`config.mk`:
```
export PLATFORM = sky130hd
export DESIGN_NAME = saved_status_register_bank
export DESIGN_NICKNAME = d
export VERILOG_FILES = /design/src/rtl/ssr_pkg.sv /design/src/rtl/saved_status_register_bank.sv /design/src/rtl/status_sanitize.sv
export VERILOG_INCLUDE_DIRS = /design/src /design/src/rtl
export SDC_FILE = /design/constraint.sdc
export NUM_CORES = 1
export LEC_CHECK = 0
export ABC_AREA = 1
export CORE_MARGIN = 3
export CORE_UTILIZATION = 28
export CTS_CLUSTER_SIZE = 16
export DETAILED_ROUTE_END_ITERATION = 16
export DONT_BUFFER_PORTS = 1
export GPL_TIMING_DRIVEN = 1
export PLACE_DENSITY_LB_ADDON = 0.2
export REMOVE_ABC_BUFFERS = 1
export SETUP_SLACK_MARGIN = 0.02
export SLEW_MARGIN = 20
export SYNTH_ARGS = -nofsm -noshare
export SYNTH_HDL_FRONTEND = slang
export SYNTH_SLANG_ARGS = --single-unit
```
`constraint.sdc`:
```
create_clock -name aclk -period 3.75 [get_ports aclk]
set_input_delay 0 -clock aclk [delete_from_list [all_inputs] [get_ports aclk]]
set_output_delay 0 -clock aclk [all_outputs]
set_load 0.01 [all_outputs]
```
`src/rtl/ssr_regs.svh`:
```
// Offsets, field positions, encodings and reset values of the saved status bank
`ifndef SSR_REGS_SVH
`define SSR_REGS_SVH
`define SSR_OFF_CUR 12'h000
`define SSR_OFF_ABT 12'h004
`define SSR_OFF_LIVE 12'h008
`define SSR_OFF_CFG 12'h00C
`define SSR_FLAGS_HI 31
`define SSR_FLAGS_LO 27
`define SSR_ITL_HI 26
`define SSR_ITL_LO 25
`define SSR_PAN 22
`define SSR_IL 20
`define SSR_GE_HI 19
`define SSR_GE_LO 16
`define SSR_ITH_HI 15
`define SSR_ITH_LO 10
`define SSR_E 9
`define SSR_A 8
`define SSR_I 7
`define SSR_F 6
`define SSR_T 5
`define SSR_M4 4
`define SSR_RSV0_MASK 32'h01A00000
`define MODE_USR 4'h0
`define MODE_FIQ 4'h1
`define MODE_IRQ 4'h2
`define MODE_SVC 4'h3
`define MODE_MON 4'h6
`define MODE_ABT 4'h7
`define MODE_HYP 4'hA
`define MODE_UND 4'hB
`define MODE_SYS 4'hF
`define LIVE_RESET 32'h000001D3
`define SAVED_RESET 32'h00000000
`define RESP_OKAY 2'h0
`define RESP_SLVERR 2'h2
`endif

```
`src/rtl/ssr_pkg.sv`:
```
// Types shared by the saved status bank files
package ssr_pkg;
	`include "ssr_regs.svh"
	typedef logic [31:0] status_t;
	typedef logic [3:0] mode_t;
	typedef logic [2:0] bank_t;
	localparam bank_t BANK_NONE = 3'h7;
	// Bank slot of a mode; user and system own no saved register
	function automatic bank_t bank_of(input mode_t m);
		case (m)
			`MODE_FIQ: bank_of = 3'h0;
			`MODE_IRQ: bank_of = 3'h1;
			`MODE_SVC: bank_of = 3'h2;
			`MODE_MON: bank_of = 3'h3;
			`MODE_ABT: bank_of = 3'h4;
			`MODE_HYP: bank_of = 3'h5;
			`MODE_UND: bank_of = 3'h6;
			default: bank_of = BANK_NONE;
		endcase
	endfunction
endpackage

```
`src/rtl/saved_status_register_bank.sv`:
```
// Saved status register bank with live status, exception capture/restore and AXI4-Lite access
//
// The placing of the registers and the AXI4-Lite register port are this design's own decisions.
`timescale 1ns/1ns
`default_nettype none
module saved_status_register_bank import ssr_pkg::*; #(
	parameter bit PAN_PRESENT = 1'b1,
	parameter bit BE_OK = 1'b1,
	parameter bit LE_OK = 1'b1,
	parameter bit BE_EL0_ONLY = 1'b0,
	parameter bit LE_EL0_ONLY = 1'b0,
	parameter bit MON_OK = 1'b1,
	parameter int ADDR_W = 12
) (
	input wire logic aclk, // Core clock
	input wire logic aresetn, // Synchronous reset, active low
	input wire logic [ADDR_W-1:0] s_axi_awaddr, // Write address
	input wire logic [2:0] s_axi_awprot, // Write protection, unused
	input wire logic s_axi_awvalid, // Write address valid
	output logic s_axi_awready, // Write address ready
	input wire logic [31:0] s_axi_wdata, // Write data
	input wire logic [3:0] s_axi_wstrb, // Write byte strobes
	input wire logic s_axi_wvalid, // Write data valid
	output logic s_axi_wready, // Write data ready
	output logic [1:0] s_axi_bresp, // Write response
	output logic s_axi_bvalid, // Write response valid
	input wire logic s_axi_bready, // Write response ready
	input wire logic [ADDR_W-1:0] s_axi_araddr, // Read address
	input wire logic [2:0] s_axi_arprot, // Read protection, unused
	input wire logic s_axi_arvalid, // Read address valid
	output logic s_axi_arready, // Read address ready
	output logic [31:0] s_axi_rdata, // Read data
	output logic [1:0] s_axi_rresp, // Read response
	output logic s_axi_rvalid, // Read data valid
	input wire logic s_axi_rready, // Read data ready
	input wire logic ee_reset_cfg, // Endianness reset strap pin
	input wire logic secure_state, // Core is in secure state
	input wire logic exc_entry, // Exception entry commit, one cycle
	input wire logic [3:0] exc_entry_mode, // Mode being entered
	input wire logic [31:0] exc_entry_status, // New live status on entry
	input wire logic exc_return, // Exception return commit, one cycle
	input wire logic live_wr, // Core update of live status
	input wire logic [31:0] live_wr_data, // Live status from core
	output logic [31:0] live_status, // Live status word
	output logic restore_done // Pulse after a restore
);
	status_t live_status_r;
	status_t bank_r [0:6];
	logic ee_s1_r;
	logic ee_s2_r;
	logic aw_have_r;
	logic w_have_r;
	logic [ADDR_W-1:0] awaddr_r;
	logic [31:0] wdata_r;
	logic [3:0] wstrb_r;
	logic awready_r;
	logic wready_r;
	logic bvalid_r;
	logic [1:0] bresp_r;
	logic arready_r;
	logic rvalid_r;
	logic [1:0] rresp_r;
	logic [31:0] rdata_r;
	logic restore_done_r;
	logic aw_take;
	logic w_take;
	logic ar_take;
	logic wr_go;
	logic aw_have_nxt;
	logic w_have_nxt;
	logic rvalid_nxt;
	bank_t cur_bank;
	bank_t entry_bank;
	bank_t wr_bank;
	logic wr_ok;
	logic [31:0] wmask;
	status_t wr_old;
	status_t wr_merged;
	status_t wr_clean;
	status_t ret_clean;
	status_t live_clean;
	status_t entry_word;
	logic live_e_reset;
	logic [31:0] cfg_word;

	// Strap pin passes two flops before use
	always_ff @(posedge aclk) begin
		ee_s1_r <= ee_reset_cfg;
		ee_s2_r <= ee_s1_r;
	end

	// Endianness at reset follows the strap unless support forces it
	always_comb begin
		if (!BE_OK) begin
			live_e_reset = 1'b0;
		end else if (!LE_OK) begin
			live_e_reset = 1'b1;
		end else begin
			live_e_reset = ee_s2_r;
		end
	end

	assign cur_bank = bank_of(live_status_r[3:0]);
	assign entry_bank = bank_of(exc_entry_mode);

	// Byte strobes to bit mask
	genvar gi;
	generate
		for (gi = 0; gi < 4; gi++) begin : g_mask
			assign wmask[gi*8 +: 8] = {8{wstrb_r[gi]}};
		end
	endgenerate

	// Decode of the pending write: target bank and permission
	always_comb begin
		wr_bank = BANK_NONE;
		wr_ok = 1'b0;
		if (awaddr_r == ADDR_W'(`SSR_OFF_CUR)) begin
			wr_bank = cur_bank;
			wr_ok = (cur_bank != BANK_NONE);
		end else if (awaddr_r == ADDR_W'(`SSR_OFF_ABT)) begin
			wr_bank = bank_of(`MODE_ABT);
			wr_ok = (live_status_r[3:0] != `MODE_ABT) && (live_status_r[3:0] != `MODE_USR);
		end else if (awaddr_r == ADDR_W'(`SSR_OFF_LIVE) || awaddr_r == ADDR_W'(`SSR_OFF_CFG)) begin
			wr_ok = 1'b1;
		end
	end

	assign wr_old = (wr_bank == BANK_NONE) ? `SAVED_RESET : bank_r[wr_bank];
	assign wr_merged = (wr_old & ~wmask) | (wdata_r & wmask);

	// Cleaning of a software write to a saved register
	status_sanitize #(
		.PAN_PRESENT(PAN_PRESENT),
		.BE_OK(BE_OK),
		.LE_OK(LE_OK),
		.BE_EL0_ONLY(BE_EL0_ONLY),
		.LE_EL0_ONLY(LE_EL0_ONLY),
		.MON_OK(MON_OK)
	) u_wr_clean (
		.raw(wr_merged),
		.old_mode(wr_old[3:0]),
		.is_return(1'b0),
		.secure(secure_state),
		.clean(wr_clean)
	);

	// Cleaning of the restored word on exception return
	status_sanitize #(
		.PAN_PRESENT(PAN_PRESENT),
		.BE_OK(BE_OK),
		.LE_OK(LE_OK),
		.BE_EL0_ONLY(BE_EL0_ONLY),
		.LE_EL0_ONLY(LE_EL0_ONLY),
		.MON_OK(MON_OK)
	) u_ret_clean (
		.raw((cur_bank == BANK_NONE) ? live_status_r : bank_r[cur_bank]),
		.old_mode(live_status_r[3:0]),
		.is_return(1'b1),
		.secure(secure_state),
		.clean(ret_clean)
	);

	// Cleaning of core updates and of the entry status word
	assign entry_word = {exc_entry_status[31:4], exc_entry_mode};
	status_sanitize #(
		.PAN_PRESENT(PAN_PRESENT),
		.BE_OK(BE_OK),
		.LE_OK(LE_OK),
		.BE_EL0_ONLY(BE_EL0_ONLY),
		.LE_EL0_ONLY(LE_EL0_ONLY),
		.MON_OK(MON_OK)
	) u_live_clean (
		.raw((exc_entry && entry_bank != BANK_NONE) ? entry_word : live_wr_data),
		.old_mode(live_status_r[3:0]),
		.is_return(1'b0),
		.secure(secure_state),
		.clean(live_clean)
	);

	// Live status: entry beats return beats core update
	always_ff @(posedge aclk) begin
		if (!aresetn) begin
			live_status_r <= `LIVE_RESET;
			live_status_r[`SSR_E] <= live_e_reset;
		end else if (exc_entry && entry_bank != BANK_NONE) begin
			live_status_r <= live_clean;
		end else if (exc_return && cur_bank != BANK_NONE) begin
			live_status_r <= ret_clean;
		end else if (live_wr) begin
			live_status_r <= live_clean;
		end
	end

	// Restore completion pulse
	always_ff @(posedge aclk) begin
		if (!aresetn) begin
			restore_done_r <= 1'b0;
		end else begin
			restore_done_r <= exc_return && !(exc_entry && entry_bank != BANK_NONE) && cur_bank != BANK_NONE;
		end
	end

	// Saved bank: capture on entry wins over a software write to the same slot
	always_ff @(posedge aclk) begin
		if (!aresetn) begin
			for (int i = 0; i < 7; i++) begin
				bank_r[i] <= `SAVED_RESET;
			end
		end else begin
			if (wr_go && wr_ok && wr_bank != BANK_NONE && !(exc_entry && entry_bank == wr_bank)) begin
				bank_r[wr_bank] <= wr_clean;
			end
			if (exc_entry && entry_bank != BANK_NONE) begin
				// Whole live word copied: flags, if-then, masks, set, mode
				bank_r[entry_bank] <= live_status_r;
			end
		end
	end

	// Write address and data channels, taken in either order
	assign aw_take = s_axi_awvalid & awready_r;
	assign w_take = s_axi_wvalid & wready_r;
	assign wr_go = aw_have_r & w_have_r & ~bvalid_r;
	assign aw_have_nxt = wr_go ? 1'b0 : (aw_take ? 1'b1 : aw_have_r);
	assign w_have_nxt = wr_go ? 1'b0 : (w_take ? 1'b1 : w_have_r);

	always_ff @(posedge aclk) begin
		if (!aresetn) begin
			aw_have_r <= 1'b0;
			w_have_r <= 1'b0;
			awready_r <= 1'b0;
			wready_r <= 1'b0;
			awaddr_r <= '0;
			wdata_r <= 32'h00000000;
			wstrb_r <= 4'h0;
		end else begin
			aw_have_r <= aw_have_nxt;
			w_have_r <= w_have_nxt;
			awready_r <= ~aw_have_nxt;
			wready_r <= ~w_have_nxt;
			if (aw_take) begin
				awaddr_r <= {s_axi_awaddr[ADDR_W-1:2], 2'h0};
			end
			if (w_take) begin
				wdata_r <= s_axi_wdata;
				wstrb_r <= s_axi_wstrb;
			end
		end
	end

	// Write response
	always_ff @(posedge aclk) begin
		if (!aresetn) begin
			bvalid_r <= 1'b0;
			bresp_r <= `RESP_OKAY;
		end else if (wr_go) begin
			bvalid_r <= 1'b1;
			bresp_r <= wr_ok ? `RESP_OKAY : `RESP_SLVERR;
		end else if (s_axi_bready) begin
			bvalid_r <= 1'b0;
		end
	end

	// Read-only configuration word
	assign cfg_word = {26'h0, MON_OK, LE_EL0_ONLY, BE_EL0_ONLY, LE_OK, BE_OK, PAN_PRESENT};

	// Read channel
	assign ar_take = s_axi_arvalid & arready_r;
	assign rvalid_nxt = ar_take ? 1'b1 : (s_axi_rready ? 1'b0 : rvalid_r);

	always_ff @(posedge aclk) begin
		if (!aresetn) begin
			rvalid_r <= 1'b0;
			arready_r <= 1'b0;
			rdata_r <= 32'h00000000;
			rresp_r <= `RESP_OKAY;
		end else begin
			rvalid_r <= rvalid_nxt;
			arready_r <= ~rvalid_nxt;
			if (ar_take) begin
				rdata_r <= 32'h00000000;
				rresp_r <= `RESP_OKAY;
				if ({s_axi_araddr[ADDR_W-1:2], 2'h0} == ADDR_W'(`SSR_OFF_CUR)) begin
					if (cur_bank != BANK_NONE) begin
						rdata_r <= bank_r[cur_bank];
					end else begin
						rresp_r <= `RESP_SLVERR;
					end
				end else if ({s_axi_araddr[ADDR_W-1:2], 2'h0} == ADDR_W'(`SSR_OFF_ABT)) begin
					if (live_status_r[3:0] != `MODE_ABT && live_status_r[3:0] != `MODE_USR) begin
						rdata_r <= bank_r[bank_of(`MODE_ABT)];
					end else begin
						rresp_r <= `RESP_SLVERR;
					end
				end else if ({s_axi_araddr[ADDR_W-1:2], 2'h0} == ADDR_W'(`SSR_OFF_LIVE)) begin
					rdata_r <= live_status_r;
				end else if ({s_axi_araddr[ADDR_W-1:2], 2'h0} == ADDR_W'(`SSR_OFF_CFG)) begin
					rdata_r <= cfg_word;
				end else begin
					rresp_r <= `RESP_SLVERR;
				end
			end
		end
	end

	// Outputs straight from flops
	assign s_axi_awready = awready_r;
	assign s_axi_wready = wready_r;
	assign s_axi_bvalid = bvalid_r;
	assign s_axi_bresp = bresp_r;
	assign s_axi_arready = arready_r;
	assign s_axi_rvalid = rvalid_r;
	assign s_axi_rresp = rresp_r;
	assign s_axi_rdata = rdata_r;
	assign live_status = live_status_r;
	assign restore_done = restore_done_r;
endmodule
`default_nettype wire

```
`src/rtl/status_sanitize.sv`:
```
// Forces reserved, optional and constrained fields of a status word
`timescale 1ns/1ns
`default_nettype none
module status_sanitize import ssr_pkg::*; #(
	parameter bit PAN_PRESENT = 1'b1,
	parameter bit BE_OK = 1'b1,
	parameter bit LE_OK = 1'b1,
	parameter bit BE_EL0_ONLY = 1'b0,
	parameter bit LE_EL0_ONLY = 1'b0,
	parameter bit MON_OK = 1'b1
) (
	input wire logic [31:0] raw, // Word to clean
	input wire logic [3:0] old_mode, // Mode kept if raw mode is illegal
	input wire logic is_return, // Word is an exception return target
	input wire logic secure, // Secure state
	output logic [31:0] clean // Cleaned word
);
	logic mode_ok;
	logic to_upper;

	// Legal mode encodings; monitor only when secure and allowed
	always_comb begin
		case (raw[3:0])
			`MODE_USR, `MODE_FIQ, `MODE_IRQ, `MODE_SVC, `MODE_ABT, `MODE_HYP, `MODE_UND, `MODE_SYS: mode_ok = 1'b1;
			`MODE_MON: mode_ok = secure & MON_OK;
			default: mode_ok = 1'b0;
		endcase
	end

	assign to_upper = is_return & (raw[3:0] != `MODE_USR);

	// Field forcing
	always_comb begin
		clean = raw & ~`SSR_RSV0_MASK;
		if (!PAN_PRESENT) begin
			clean[`SSR_PAN] = 1'b0;
		end
		// No active block means the whole field reads zero
		if ({raw[12:10], raw[26:25]} == 5'h00) begin
			clean[`SSR_ITH_HI:13] = 3'h0;
		end
		if (!BE_OK || (BE_EL0_ONLY && to_upper)) begin
			clean[`SSR_E] = 1'b0;
		end else if (!LE_OK || (LE_EL0_ONLY && to_upper)) begin
			clean[`SSR_E] = 1'b1;
		end
		clean[`SSR_M4] = 1'b1;
		if (!mode_ok) begin
			clean[3:0] = old_mode;
		end
	end
endmodule
`default_nettype wire
```
Word-level counts from Yosys, hierarchy flattened

Memory sizes are Yosys's and may differ from the RTL's.
Index checks and enable logic that the tools add are counted.

Bitwise logic cells: 13
Reductions and logical operators: 32
Mux-type cells: 57
Equality and inequality tests: 56

Operators by type and width:

| operator            | count |
|---|---|
| $mux 32             | 11 |
| $and 32x32->32      | 2 |
| $mux 29             | 2 |
| $reduce_or 29->1    | 2 |
| $eq 4x4->1 const B  | 13 |
| $pmux 3 s7          | 2 |
| $eq 10x2->1 const B | 4 |
| $eq 4x2->1 const B  | 10 |
| $eq 4x3->1 const B  | 10 |
| $not 32->32         | 1 |
| $or 32x32->32       | 1 |
| $reduce_or 8->1     | 3 |
| $eq 10x1->1 const B | 2 |
| $eq 4x1->1 const B  | 5 |
| $mux 1              | 20 |
| $mux 3              | 6 |
| $mux 2              | 8 |
| $logic_not 5->1     | 3 |
| $logic_not 12->1    | 1 |
| $logic_not 4->1     | 3 |
| $mux 4              | 3 |
| $ne 3x3->1 const B  | 4 |
| $logic_not 10->1    | 1 |
| $mux 10             | 1 |
| 17 further kinds    | 40 |

Bits of input ports: 146
Word-level logic and storage cells: 180
Flip-flop bits (word level): 120
RAM bits: 203
Output and inout bits: 74
Memories: 1

Memories:

| memory | depth | width | rd ports | clocked after memory_dff | write ports | RTL line                         | source |
|---|---|---|---|---|---|---|---|
| bank_r | 7     | 29    | 3        | 0                        | 7           | saved_status_register_bank.sv:48 | `status_t bank_r [0:6];` |

Depth between registers and ports, before layout

Depth in word-level cells: 13
Gate-level depth with buffers: 22
Gate-level depth less buffers: 21

Cells and area by module

Synthesis repeated with hierarchy kept, for this count alone.

Cells, all modules: 3324
Area total of the unflattened synthesis: 24175.7 µm²

By module, submodules not included:

| module                     | times used | area an instance (µm²) | seq. area each (µm²) | cells each |
|---|---|---|---|---|
| saved_status_register_bank | 1          | 23218.5                | 10139.7              | 3159 |
| status_sanitize            | 3          | 319.1                  | 0.0                  | 55 |

Least setup slack after synthesis

OpenSTA, ideal clock, no wires.

Kind: reg2reg
Start: register live_status_r[0] (netlist: live_status[0])
End: memory bank_r[2][0] in the netlist's numbering (enable)
Clock period less this slack: 3217 ps
Stages on the path, launching flop included: 16
Path slack: 533 ps
Arrival: 2826 ps
Required time: 3359 ps
Setup time: 391 ps
Buffers on the path: 3
Path through: dfxtp_1 buf_4 nand2_1 nand2_1 nand2_4 nor2_4 nand2_2 nand2_4 inv_2 nand3_4 nand4_2 nor3b_4 buf_6 nand4_4 buf_6 nand3_1

RTL lines:

| element                           | RTL line                          | source |
|---|---|---|
| from (decl)                       | saved_status_register_bank.sv:47  | `status_t live_status_r;` |
| from (signal assigned)            | saved_status_register_bank.sv:184 | `` live_status_r <= `LIVE_RESET; `` |
| from (signal, indexed assignment) | saved_status_register_bank.sv:185 | `` live_status_r[`SSR_E] <= live_e_reset; `` |
| from (signal assigned)            | saved_status_register_bank.sv:187 | `live_status_r <= live_clean;` |
| to (decl)                         | saved_status_register_bank.sv:48  |  |

==> impl_metrics.py <==
metrics = {
    "timing": {
        "clock.fmax_ghz": 0.2774,
        "timing.final.crit_share_pct": 96.14,
        "rsz0062_at_grt": "no",
        "final-max-slew-violation-count": 0,
        "setup_violations": 0,
        "relSlewSlack_pct": 38.26,
        "tns_ns": 0,
        "min_period_ns": 3.605,
        "final-hold-violation-count": 0,
        "worst_clock_skew_ns": 0.02287,
        "tightest_slew_ns": 0.9251,
    },
    "synth": {
        "synth_ff_type": "edfxtp_1",
        "syn-mean-instance-area_um2": 7.926,
        "yosysWarnings": 0,
        "ys_seq_area_share_pct": 46.40,
        "synth_top_cell_by_area": "edfxtp_1",
        "synth_top_area_share_pct": 35.26,
        "yosysMostFrequentCell": "nand2_1",
        "yosys-top-cells-area": "edfxtp_1, dfxtp_1, nand2_1, o21ai_0, o211ai_1",
        "synth_enable_flop_cells": 232,
        "netlist_area_um2": 19760,
        "ys_ff_latch": 342,
        "synthArstFlopShare_pct": 0,
        "synth_common_cells": "nand2_1, o21ai_0, edfxtp_1",
        "synthCells": 2493,
        "synthDistinctLibCells": 63,
    },
    "clocking": {
        "cts_root_buf": "clkbuf_16",
        "cts_tree": "yes",
        "cts_buffer_depth": 3,
        "cts.reportedPaths.clkPinSlew_ns": 0.06,
        "clock_latency_ns": 0.59,
        "cts_htree_levels": 2,
        "numCtsBuffers": 44,
        "clock-sinks": 342,
    },
    "flow_run": {
        "drv_cap": 0,
    },
    "global_routing": {
        "track_usage_pct": 24.21,
        "grt-ovfl-total": 0,
        "grt_pass1_vias": 19398,
        "grt_pass1_wl_um": 132300,
        "grt_max_degree": 71,
        "grt_antenna_before_repair": 1,
    },
    "layout": {
        "num-fill-cells": 7289,
        "nets": 2761,
        "multiInputGateArea_um2": 9076,
        "area_growth_pct": 19.70,
        "diodes": 0,
        "drive_gt1_share_pct": 9.962,
        "seq_area_um2": 9169,
    },
    "routing": {
        "num_vias": 19674,
        "via_per_inst": 5.494,
        "detail_route.wl_per_cell_um": 25.61,
        "ant_nets": 0,
        "drt_first_iter_violations": 2134,
        "postRouteWirelength_um": 91720,
        "drtPass1Iterations": 5,
        "drc": 0,
    },
    "pwr": {
        "p_per_area_nw_per_um2": 658.2,
        "peakVddDrop_uv": 344.0,
        "totalPowerFinal_w": 0.01557,
        "total_leakage_power_nw": 8.645,
    },
    "floorplan": {
        "ios": 220,
        "start_util_pct": 28.51,
        "fp.coreArea_um2": 69310,
        "rows": 96,
        "die_area_um2": 73800,
        "die-width_um": 271.7,
        "die_h_um": 271.7,
    },
    "worst_hold_path": {
        "hold_depth": 5,
        "hold_start": "s_axi_araddr[10]",
        "holdPathEnd": "s_axi_rdata[4]",
        "worstHoldPathType": "primary input to register",
    },
    "critical_path": {
        "crit_cells": 16,
        "cp.required_ns": 4.18,
        "worst_ep_arrival_time_ns": 4.03,
        "slowest_delay_ns": 0.56,
        "reg2reg_setup_slack_ns": 0.14,
        "critPathKind": "register to register",
        "cp.buffers_inverters": 3,
        "r2r-end": "bank_r[0][22]",
        "start_kind": "register",
        "reg2regPathDepth": 16,
        "cp_top_family": "simple AND/OR/NAND/NOR gates",
        "r2r_start": "live_status[1]",
        "cp_max_fo": 25,
        "slowest_stage": "dfxtp_1",
        "path_cells": "inv_2 > nand2_1 > nand2_4 > nor2_8 > nand2_8 > nand2_8 > xnor2_1 > nor3_1 > nand2_1 > nand3_1 > nor2_1 > inv_2 > buf_4 > nor2_1 > nand3_1 > o21ai_0",
        "cp-end-kind": "register",
    },
    "outcome": {
        "status": "completed",
    },
    "place": {
        "io_buffers": 0,
        "post-dp-hpwl_um": 59020,
        "place.gp.congestion": 0.9018,
    },
}
[cells by family (layout without fill, tap and decap cells)]
logic type	after synthesis	in the layout	synth area share, %
AO/OA/AOI/OAI	734	734	22.47
XOR/XNOR	2	2	0.08866
buffers and inverters	392	514	8.497
flip-flops	342	342	46.40
multiplexers	2	2	0.1013
other	2	37	0.03801
AND/OR/NAND/NOR	1019	1019	22.40
[how the worst max path moves through the flow]
stage / start / to / slack [ns]
floorplan: live_status[1] / live_status[0] / -1.94
global placement: live_status[0] / bank_r[2][0] / 0.16
detailed placement: live_status[1] / bank_r[0][0] / 0.25
CTS: live_status[1] / live_status[9] / 0.17
global route: live_status[1] / bank_r[0][22] / 0.03
finish: live_status[1] / bank_r[0][22] / 0.14
[layer usage]
metal	global-route usage [%]	part of all wire, %	vias to the layer above
li1	-	-	8926
met1	30.84	40	9516
met2	40.30	47	1032
met3	4.022	8.6	200
met4	10.75	4.5	0
met5	0	0	-
[flip-flops by register name, summed over array words and instances (netlist names), 4 cells and up]
register and count:
wdata_r 28, live_status 28, s_axi_rdata 29, wstrb_r 4, awaddr_r 10, bank_r 231
[power breakdown]
group | total (W) | leakage, nW | switching (W) | internal, W
registers | 0.00451 | 3.30 | 0.000238 | 0.00428
logic | 0.00688 | 4.66 | 0.00486 | 0.00202
clock network | 0.00417 | 0.682 | 0.00174 | 0.00244
[cell type report]
type	count	area share [%]
Inverter	209	3.327
Sequential cell	342	38.76
Tap cell	931	4.925
Timing Repair Buffer	224	8.754
Multi-Input combinational cell	1794	38.37
Clock buffer	68	5.469
Clock inverter	13	0.3914
[through the flow]
stage | cell area [um^2] | std cells | util (%) | hold slack, ns | setup WS [ns]
detailed placement | 21020 | 3378 | 30.33 | 0.02779 | 0.2527
global route | 23650 | 3581 | 34.13 | 0.09256 | 0.03484
floorplan | 19000 | 2345 | - | 0.02772 | -1.939
CTS | 23650 | 3581 | 34.12 | 0.006693 | 0.1657
finish | 23650 | 3581 | 34.13 | 0.03562 | 0.1448
global placement | 21020 | 3378 | 30.33 | 0.02781 | 0.1626
[cell usage in the layout (no fill, tap or decap), drive strengths merged, types with 2 or more instances in the layout]
| cell | instances |
|---|---|
| nor2 | 201 |
| o22ai | 57 |
| conb | 37 |
| o32ai | 2 |
| nand4 | 17 |
| or2 | 11 |
| a32oi | 3 |
| buf | 103 |
| o31ai | 2 |
| clkinv | 13 |
| mux2i | 2 |
| clkbuf | 68 |
| a32o | 11 |
| a31oi | 20 |
| inv | 208 |
| nand3b | 3 |
| dfxtp | 110 |
| a211oi | 3 |
| o2111ai | 6 |
| dlygate4sd3 | 121 |
| a21oi | 141 |
| nor4 | 2 |
| o221ai | 30 |
| nand3 | 163 |
| nor3 | 14 |
| o21ai | 327 |
| o311ai | 9 |
| edfxtp | 232 |
| nand2 | 605 |
| o211ai | 117 |
[worst register-to-register path, delay by kind of cell (launching register included)]
kind	cells	cell delay (ns)
xor+xnor	1	0.15
flops	1	0.56
buf+inv	3	0.58
compound gates	1	0.11
simple gates	11	2.07
[what timing repair did]
action | 4_1_cts | 5_1_grt
setup endpoints to repair | 0 | 2
endpoints found under the hold margin | 175 | 0
resized for setup | 0 | 2
hold buffers | 122 | 0
buffers inserted | 0 | 0
No activity file was read; power rests on OpenSTA's default activity.
